<file path="config.mk">
export PLATFORM = sky130hd
export DESIGN_NAME = signal_conditioning_regs
export DESIGN_NICKNAME = d
export VERILOG_FILES = /design/src/design/sdm_pkg.sv /design/src/design/subsample_gate.sv /design/src/design/signal_conditioning_regs.sv
export VERILOG_INCLUDE_DIRS = /design/src /design/src/design
export SDC_FILE = /design/constraint.sdc
export NUM_CORES = 1
export LEC_CHECK = 0
export BUFFER_PORTS_ARGS = -buffer_cell sky130_fd_sc_hd__buf_4
export CORE_MARGIN = 4
export CORE_UTILIZATION = 45
export DETAILED_ROUTE_END_ITERATION = 10
export GPL_ROUTABILITY_DRIVEN = 0
export HOLD_SLACK_MARGIN = 0.06
export PLACE_DENSITY = 0.76
export SETUP_SLACK_MARGIN = 0.2
export SYNTH_ARGS = -nofsm -noshare
export SYNTH_HDL_FRONTEND = slang
export SYNTH_SLANG_ARGS = --single-unit
</file>
<file path="constraint.sdc">
create_clock -name clk_sys -period 3.2 [get_ports clk_sys]
set_input_delay 0.48 -clock clk_sys [delete_from_list [all_inputs] [get_ports clk_sys]]
set_output_delay 0.48 -clock clk_sys [all_outputs]
set_load 0.01 [all_outputs]
</file>
<file path="src/design/sdm_cfg.svh">
// Register map, field positions and reset values of the demodulator configuration block
`ifndef SDM_CFG_SVH
`define SDM_CFG_SVH

// Byte addresses on the register port
`define SDM_ADDR_CFG   8'h70
`define SDM_ADDR_STAT  8'h74
`define SDM_ADDR_MASK  8'h78

// Field positions of signal_conditioning_config
`define SDM_POL_BIT    26
`define SDM_AA_HI      25
`define SDM_AA_LO      24
`define SDM_SUBS_HI    20
`define SDM_SUBS_LO    13
`define SDM_LP_HI      12
`define SDM_LP_LO      11

// Reset value and writable bits of signal_conditioning_config
`define SDM_CFG_RST    32'h0000_0000
`define SDM_CFG_WMASK  32'h071f_f800

// Event bits of the status and mask registers
`define SDM_EV_W       3
`define SDM_EV_CONV    0
`define SDM_EV_START   1
`define SDM_EV_STOP    2

// Anti-aliasing codes and the corner each selects, in kHz
`define SDM_AA_10K     2'h0
`define SDM_AA_20K     2'h1
`define SDM_AA_40K     2'h2
`define SDM_AA_60K     2'h3
`define SDM_KHZ_10     7'h0a
`define SDM_KHZ_20     7'h14
`define SDM_KHZ_40     7'h28
`define SDM_KHZ_60     7'h3c

`endif

</file>
<file path="src/design/sdm_pkg.sv">
// Types shared by the demodulator configuration block
package sdm_pkg;

  // Demodulator activity, one-hot
  typedef enum logic [1:0] {
    DM_IDLE = 2'b01,
    DM_RUN  = 2'b10
  } demod_state_t;

  // Multiplier setting: inactive is 0, else +1 or -1
  typedef struct packed {
    logic active;
    logic negative;
  } demod_mult_t;

  // Whole state of the top module except its reset pipe and the subsample_gate instance
  typedef struct packed {
    logic [31:0]  cfg;
    logic [31:0]  rdata;
    logic [2:0]   stat;
    logic [2:0]   mask;
    demod_state_t st;
    logic         pol_cur;
    logic         win;
    demod_mult_t  dm;
  } top_state_t;

endpackage

</file>
<file path="src/design/subsample_gate.sv">
// Iteration counter that picks the sequencer iterations carrying an ADC conversion
`timescale 1ns/10ps
`default_nettype none

module subsample_gate #(
  parameter int RATIO_W = 8
) (
  input  wire logic               clk_sys,
  input  wire logic               rst_sync_n,
  input  wire logic               clear,
  input  wire logic               iter,
  input  wire logic [RATIO_W-1:0] ratio,
  output logic                    fire
);

  typedef struct packed {
    logic [RATIO_W-1:0] cnt;
    logic               fire;
  } gate_state_t;

  gate_state_t q;
  gate_state_t d;

  // Ratio must fit a sane counter
  if (RATIO_W < 1 || RATIO_W > 16) begin : g_bad_width
    $error("subsample_gate: RATIO_W must be 1 to 16");
  end

  // Count skipped iterations; fire on the one after ratio skips
  always_comb begin
    logic [RATIO_W-1:0] base;
    base = q.cnt;
    d = q;
    d.fire = 1'b0;
    // restart clears count
    if (clear) begin
      base = '0;
    end
    d.cnt = base;
    // skip then convert
    if (iter) begin
      // ratio zero fires always
      // A ratio lowered below the count fires at once instead of waiting for a wrap
      if (base >= ratio) begin
        d.cnt = '0;
        d.fire = 1'b1;
      end else begin
        d.cnt = base + {{(RATIO_W-1){1'b0}}, 1'b1};
      end
    end
  end

  always_ff @(posedge clk_sys or negedge rst_sync_n) begin
    if (!rst_sync_n) begin
      q <= '0;
    end else begin
      q <= d;
    end
  end

  assign fire = q.fire;
endmodule

`default_nettype wire

</file>
<file path="src/design/signal_conditioning_regs.sv">
// Configuration register, subsampling and demodulator control of the optical path
//
// Summary of operation
// Software writes the initial polarity as 0 when a negative window leads and 1 when positive.
// The two-bit anti-aliasing code selects 10, 20, 40 or 60 kHz for codes 0 to 3.
// The ADC rate is the iteration rate divided by the subsampling value plus one.
// A subsampling value of zero converts in every sequencer iteration.
// A value N gives N iterations with no conversion, then one with a conversion, repeating.
// Software should rely on the ADC completion interrupt while subsampling is active.
// Software must enable the signal reference before the optical path can work.
// The demodulator multiplies by +1, 0 or -1 on sequencer windows, only while it runs.
// The skip counter is cleared when the sequencer starts.
//
// The implementer's own choice: strobed register access.
`timescale 1ns/10ps
`default_nettype none
`include "sdm_cfg.svh"

module signal_conditioning_regs (
  input  wire logic         clk_sys,
  input  wire logic         rst_n,
  input  wire logic [7:0]   reg_addr,
  input  wire logic [31:0]  reg_wdata,
  input  wire logic         reg_wr,
  input  wire logic         reg_rd,
  output logic [31:0]       reg_rdata,
  input  wire logic         seq_start,
  input  wire logic         seq_running,
  input  wire logic         seq_iter,
  input  wire logic         seq_window,
  output logic              adc_trigger,
  output sdm_pkg::demod_mult_t demod_mult,
  output logic              demod_initial_polarity,
  output logic [1:0]        antialias_cutoff_select,
  output logic [6:0]        antialias_cutoff_khz,
  output logic [1:0]        demod_lowpass_select,
  output logic [7:0]        demod_subsample_ratio,
  output logic              irq
);

  localparam int SUBS_W = `SDM_SUBS_HI - `SDM_SUBS_LO + 1;

  // ---------------------------------------------------------------
  // Reset release
  // ---------------------------------------------------------------

  // Reset asserts at once and releases two edges later
  logic [1:0] rst_pipe_q;
  logic       rst_sync_n;

  always_ff @(posedge clk_sys or negedge rst_n) begin
    if (!rst_n) begin
      rst_pipe_q <= 2'b00;
    end else begin
      rst_pipe_q <= {rst_pipe_q[0], 1'b1};
    end
  end

  assign rst_sync_n = rst_pipe_q[1];

  // ---------------------------------------------------------------
  // Decoding helpers
  // ---------------------------------------------------------------

  // Filter corner for an anti-aliasing code
  function automatic logic [6:0] aa_khz(input logic [1:0] code);
    logic [6:0] khz;
    case (code)
      `SDM_AA_10K: khz = `SDM_KHZ_10;
      `SDM_AA_20K: khz = `SDM_KHZ_20;
      `SDM_AA_40K: khz = `SDM_KHZ_40;
      `SDM_AA_60K: khz = `SDM_KHZ_60;
      default:     khz = `SDM_KHZ_10;
    endcase
    return khz;
  endfunction

  // ---------------------------------------------------------------
  // State
  // ---------------------------------------------------------------

  sdm_pkg::top_state_t q;
  sdm_pkg::top_state_t d;
  logic                conv_fire;
  logic [2:0]          events;
  logic [2:0]          clr;
  logic                seq_stop;

  // Sequencer stopping while the demodulator runs
  assign seq_stop = (q.st == sdm_pkg::DM_RUN) && !seq_running;

  // Events that raise sticky status bits
  always_comb begin
    events = '0;
    events[`SDM_EV_CONV] = conv_fire;
    events[`SDM_EV_START] = seq_start;
    events[`SDM_EV_STOP] = seq_stop;
  end

  // Bits written as one clear their status bit
  assign clr = (reg_wr && reg_addr == `SDM_ADDR_STAT) ? reg_wdata[`SDM_EV_W-1:0] : '0;

  // ---------------------------------------------------------------
  // Next state
  // ---------------------------------------------------------------

  always_comb begin
    d = q;

    // Read data stand only in the cycle after the strobe
    d.rdata = '0;
    if (reg_rd) begin
      case (reg_addr)
        `SDM_ADDR_CFG:  d.rdata = q.cfg;
        `SDM_ADDR_STAT: d.rdata = 32'(q.stat);
        `SDM_ADDR_MASK: d.rdata = 32'(q.mask);
        default:        d.rdata = '0;
      endcase
    end

    // Only the fields this block owns are writable; others read zero
    if (reg_wr) begin
      case (reg_addr)
        `SDM_ADDR_CFG:  d.cfg = reg_wdata & `SDM_CFG_WMASK;
        `SDM_ADDR_MASK: d.mask = reg_wdata[`SDM_EV_W-1:0];
        default:        d.cfg = q.cfg;
      endcase
    end

    // Set beats clear so an event in the clearing cycle survives
    d.stat = (q.stat & ~clr) | events;

    // Demodulator activity follows the sequencer
    d.win = seq_window;
    case (q.st)
      sdm_pkg::DM_IDLE: begin
        if (seq_start) begin
          d.st = sdm_pkg::DM_RUN;
          d.pol_cur = q.cfg[`SDM_POL_BIT];
        end
      end
      sdm_pkg::DM_RUN: begin
        if (!seq_running) begin
          d.st = sdm_pkg::DM_IDLE;
        end else if (seq_start) begin
          d.pol_cur = q.cfg[`SDM_POL_BIT];
        end else if (q.win && !seq_window) begin
          // Windows alternate sign, so each closing window flips it
          d.pol_cur = !q.pol_cur;
        end
      end
      default: begin
        d.st = sdm_pkg::DM_IDLE;
        d.pol_cur = 1'b0;
      end
    endcase

    // multiply by +1, 0 or -1
    d.dm.active = (d.st == sdm_pkg::DM_RUN) && seq_running && seq_window;
    d.dm.negative = d.dm.active && !d.pol_cur;
  end

  always_ff @(posedge clk_sys or negedge rst_sync_n) begin
    if (!rst_sync_n) begin
      q.cfg <= `SDM_CFG_RST;
      q.rdata <= '0;
      q.stat <= '0;
      q.mask <= '0;
      q.st <= sdm_pkg::DM_IDLE;
      q.pol_cur <= 1'b0;
      q.win <= 1'b0;
      q.dm <= '0;
    end else begin
      q <= d;
    end
  end

  // ---------------------------------------------------------------
  // Subsampling
  // ---------------------------------------------------------------

  // iteration rate over ratio plus one
  subsample_gate #(
    .RATIO_W (SUBS_W)
  ) u_gate (
    .clk_sys    (clk_sys),
    .rst_sync_n (rst_sync_n),
    .clear      (seq_start),
    .iter       (seq_iter && seq_running),
    .ratio      (q.cfg[`SDM_SUBS_HI:`SDM_SUBS_LO]),
    .fire       (conv_fire)
  );

  // ---------------------------------------------------------------
  // Outputs
  // ---------------------------------------------------------------

  assign reg_rdata = q.rdata;
  assign adc_trigger = conv_fire;
  assign demod_mult = q.dm;
  assign demod_initial_polarity = q.cfg[`SDM_POL_BIT];
  assign antialias_cutoff_select = q.cfg[`SDM_AA_HI:`SDM_AA_LO];
  assign demod_lowpass_select = q.cfg[`SDM_LP_HI:`SDM_LP_LO];
  assign demod_subsample_ratio = q.cfg[`SDM_SUBS_HI:`SDM_SUBS_LO];
  // corner from the code
  assign antialias_cutoff_khz = aa_khz(q.cfg[`SDM_AA_HI:`SDM_AA_LO]);
  // Level interrupt; a late clear cannot lose an event
  assign irq = |(q.stat & q.mask);
endmodule

`default_nettype wire

</file>
* Word-level counts from Yosys, hierarchy flattened
Cells that the tools add are included.
Word-level totals: flip-flop bits (word level) 68, bits of input ports 48, output and inout bits 56, word-level logic and storage cells 56
Cells by class: add/subtract/negate cells 1, $lt $le $gt $ge 1, equal/unequal tests 9, muxes and demuxes 14, bitwise gates (word level) 4, reductions and logical operators 15
Operators with widths (count):
- case mux 27 bit (3 select lines) | 1
- 2-to-1 mux 32 bit | 1
- case mux 7 bit (4 select lines) | 1
- == test 8 x 7 -> 1 bit (second input constant) | 3
- 2-to-1 mux 8 bit | 2
- 2-to-1 mux 9 bit | 1
- adder 8 x 1 -> 8 bit (second input constant) | 1
- == test 2 bit (second input constant) | 4
- greater-or-equal comparator 8 bit | 1
- logical AND 1 bit | 7
- bitwise AND 3 bit | 2
- 2-to-1 mux 3 bit | 2
- case mux 3 bit (2 select lines) | 1
- == test 2 x 1 -> 1 bit (second input constant) | 2
- zero test 1 bit | 4
- 2-to-1 mux 1 bit | 4
- AND reduction 2 bit | 2
- NOT 3 bit | 1
- bitwise OR 3 bit | 1
- OR reduction 3 bit | 1
- zero test 2 bit | 1
- 2-to-1 mux 2 bit | 1

* Logic depth before layout (Yosys ltp)
word-level depth 10, mapped depth 9, gate-level depth less buffers 7

* Hierarchy
A second synthesis with hierarchy kept.
Second synthesis, totals: cell total of the unflattened synthesis 252, area, all modules 2772.7 µm²
By module, submodules not included:
- signal_conditioning_regs | times used 1, cells each 179, area each 2120.8 µm², seq. area each 1077.3 µm²
- subsample_gate | times used 1, cells each 73, area each 651.9 µm², seq. area each 225.2 µm²

* Worst setup path after synthesis
OpenSTA, ideal clock, no wires.
kind input -> register, start point input seq_start, end point register u_gate.q[3] in the netlist's numbering, setup time 0.082 ns, arrival 1.976 ns, required time 3.118 ns, slack 1.142 ns, cell stages on the path 9, buffers on the path 2, cells stage by stage buf_6 buf_6 and2b_1 ha_1 a21oi_1 nor2_1 a211oi_2 nand2_1 o22ai_1
RTL lines:
- start: declaration | RTL line signal_conditioning_regs.sv:27 | input wire logic seq_start,
- end signal: assignment | RTL line subsample_gate.sv:55 | q <= '0;
- end signal: assignment | RTL line subsample_gate.sv:57 | q <= d;
- end: declaration | RTL line subsample_gate.sv:21 | gate_state_t q;

==> summary.txt <==
Setup path
  – R2R setup slack: between 1000 and 1500 ps
  – Worst path max stage delay: 340 ps
  – Startpoint types: primary input
  – Arrival @ worst endpoint: 2090 ps
  – Slowest CP cell: a211oi_2
  – CP max FO: 17
  – Worst path cell trace: buf_4, and2b_1, ha_1, a21oi_1, nor2_1, a211oi_2, nand2_1, o22ai_1
  – Cell family contributing the most delay on the critical path: compound AO/OA/AOI/OAI gates
  – CP Class: in -> reg
  – Worst Path Required: 3420 ps
  – Buf+Inv Stages, Crit Path: 1
  – Crit. End Element: flop

GRT
  – GRT Overall Usage: 0.129
  – First-pass GRT wire length: 7650 µm
  – Vias in the first global route: 1667
  – Initial antenna violation count: 0
  – Largest net degree at the start of global routing: 51
  – GRT overflow: 0

STA
  – Fin. Hold Viols: 0
  – Setup TNS: 0 ps
  – Skew final: 4.76 ps
  – Slew Limit Fails: 0
  – Max-slew headroom: 0.300
  – Final setup viols: 0
  – Measured slew at the worst slew-check pin: 1050 ps
  – Period utilisation layout: 0.585
  – Unrepaired setup endpoints after global routing: no
  – Fmax: approximately 0.53 GHz
  – Tmin final: between 1500 and 2000 ps

Finish
  – Layout cells sized above 1: 0.319
  – Fill cells: 545
  – Antenna cells: 0
  – Commonest non-fill, non-tap cell in the layout: buf_4
  – Commonest non-fill, non-tap cells in the layout: buf_4, dfrtp_1, conb_1
  – Nets: 357
  – Synthesis-to-layout area growth: 12.6%
  – Fin area: 3170 µm²

Status
  – Status: complete, no violations

Routing
  – Via count: 1769
  – 1st-iter DRT viols: 48
  – Via density: 4.70
  – DRC Markers: 0
  – Antenna viol nets, final: 0
  – Routed len/inst: 12.6 µm
  – WL final: 4720 µm
  – Drt pass-1 iters: 4

Synthesis
  – Post-synth EDFFs: 0
  – Avg Inst Size Synth: 10.8 µm²
  – Asr flop ratio synth: 1.00
  – Total number of yosys warnings: 0
  – Post-synth design cell area: ~2800 µm²
  – Synthesis-stage register bit count: 52
  – Instance count of the mapped netlist: 261
  – Seq/Total Area, Yosys: 0.462
  – Post-synth top flop: dfrtp_1
  – Yosys cell types: 48

Die
  – Starting Density: 0.470
  – Core Box Area: about 6000 µm²
  – Site Rows: 28
  – Die height: ~87 µm
  – Area of the die: 7590 µm²
  – I/O pins: roughly 100
  – Die X: 87.1 µm

Clock network
  – Sink Count: 52
  – CTS clk-pin slew, worst paths: 90 ps
  – Number of buffers created by CTS: 5
  – CTS resizes: 0
  – Clock insertion delay at the later pin of the skew report: about 300 ps
  – H-Tree Level Count: 2
  – CTS tree: done
  – CTS root buf: clkbuf_8
  – Max Root-Sink Buffers: 2

Min path
  – Hold WC Path Type: in -> reg

Place
  – Dpl cell area: 3080 µm²
  – HPWL after detailed placement: 3730 µm
  – Port Buffers: 69

Power and ir drop
  – Leakage power: 0.00169 µW
  – VDD IR max: 0.000275 V
  – P per Cell Area: about 420 nW/µm²

Flow run
  – Maxcap violations: 0
[layer usage]
metal  vias to the layer above  global-route usage  share of wire
met5                         -                   0              0
met4                         0              0.0418          0.014
met3                         6              0.0331          0.079
met2                        53               0.221           0.49
met1                       834               0.160           0.42
li1                        876                   -              -
[layout make-up]
class | count | area [µm²] | share of cell area
flip-flops and latches | 52 | 1300 | 0.411
multi-input cells | 156 | 1100 | 0.347
repair buffers | 71 | 536 | 0.169
well taps | 75 | 93.8 | 0.0296
clock buffers | 6 | 72.6 | 0.0229
inverters | 14 | 52.6 | 0.0166
clock inverters | 2 | 12.5 | 0.00395
[report_power, final]
part           switching, µW  total [µW]  internal, µW
Clock                    201         354           153
Combinational            121         234           113
Sequential              40.2         739           699
Total                    362        1330           965
[worst reg2reg max path: stages (launching register included)]
cell	delay (ps)
dfrtp_1	380
and2b_1	190
ha_1	310
a21oi_1	130
nor2_1	60
a211oi_2	340
nand2_1	160
o22ai_1	180
[sequential cells by signal, indices dropped and copies added, names as in the netlist]
register,count
u_gate.q,8
demod_initial_polarity,1
antialias_cutoff_select,2
demod_lowpass_select,2
rst_pipe_q,2
reg_rdata,16
u_gate.fire,1
q,10
demod_subsample_ratio,8
demod_mult,2
[cell families (layout without fill, tap and decap cells)]
group                      after synthesis  count (layout)  synth area share
other                                    2              19           0.00267
xor gates and xnor gates                 5               5            0.0156
AOI/OAI and AO/OA                       31              31            0.0844
DFF                                     52              52             0.462
adders and majority gates                9               9            0.0400
muxes                                   12              12            0.0475
and+or+nand+nor                         80              80             0.178
buffers and inverters                   70              93             0.170
[path summary, 6_finish.rpt]
path | startpoint | to | depth (start not counted)
min in group asynchronous | rst_pipe_q[1]$_DFF_PN0_ | q[2]$_DFF_PN0_ | 0
max reg2reg | u_gate.q[5]$_DFF_PN0_ | u_gate.q[3]$_DFF_PN0_ | 7
min | seq_window | q[2]$_DFF_PN0_ | 1
max in group asynchronous | rst_pipe_q[1]$_DFF_PN0_ | u_gate.q[3]$_DFF_PN0_ | 0
max | seq_start | u_gate.q[3]$_DFF_PN0_ | 8
min reg2reg | rst_pipe_q[0]$_DFF_PN0_ | rst_pipe_q[1]$_DFF_PN0_ | 0
[Yosys cell counts, types with 2 or more instances]
master	count	area share
xnor2_1	3	0.0093
mux2_1	11	0.044
and2_1	13	0.029
nor3_1	3	0.0053
a21oi_1	5	0.0089
a22o_1	2	0.0062
buf_4	50	0.13
o21ai_2	5	0.016
nor4_2	2	0.0089
inv_1	14	0.019
conb_1	2	0.0027
nor2b_1	7	0.016
nand2b_1	7	0.016
and3b_1	2	0.0062
o22ai_1	3	0.0067
a22oi_1	4	0.011
buf_6	2	0.0080
o21ai_1	3	0.0053
nand2_1	18	0.024
and2b_1	2	0.0053
nor2_1	10	0.013
ha_1	9	0.040
clkbuf_1	2	0.0027
dfrtp_1	51	0.45
nand3b_1	2	0.0053
a21o_1	3	0.0080
nand3_1	4	0.0071
xor2_1	2	0.0062
[through the flow]
step                cells  setup slack [ps]  utilization  hold WS (ps)  total power [µW]
finish                376              1330        0.529           306              1330
global route          376              1120        0.529           297              1400
CTS                   376              1310        0.529           297              1350
detailed placement    367               996        0.513           266               987
global placement      367              1010        0.513           262               978
floorplan             278              1140            -           184               928
[timing repair]
action / CTS / global route
buffers inserted: 0 / 0
endpoints found under the setup margin: 0 / 0
hold buffers: 1 / 0
hold endpoints to repair: 2 / 0
(Power assumes the default switching activity.)
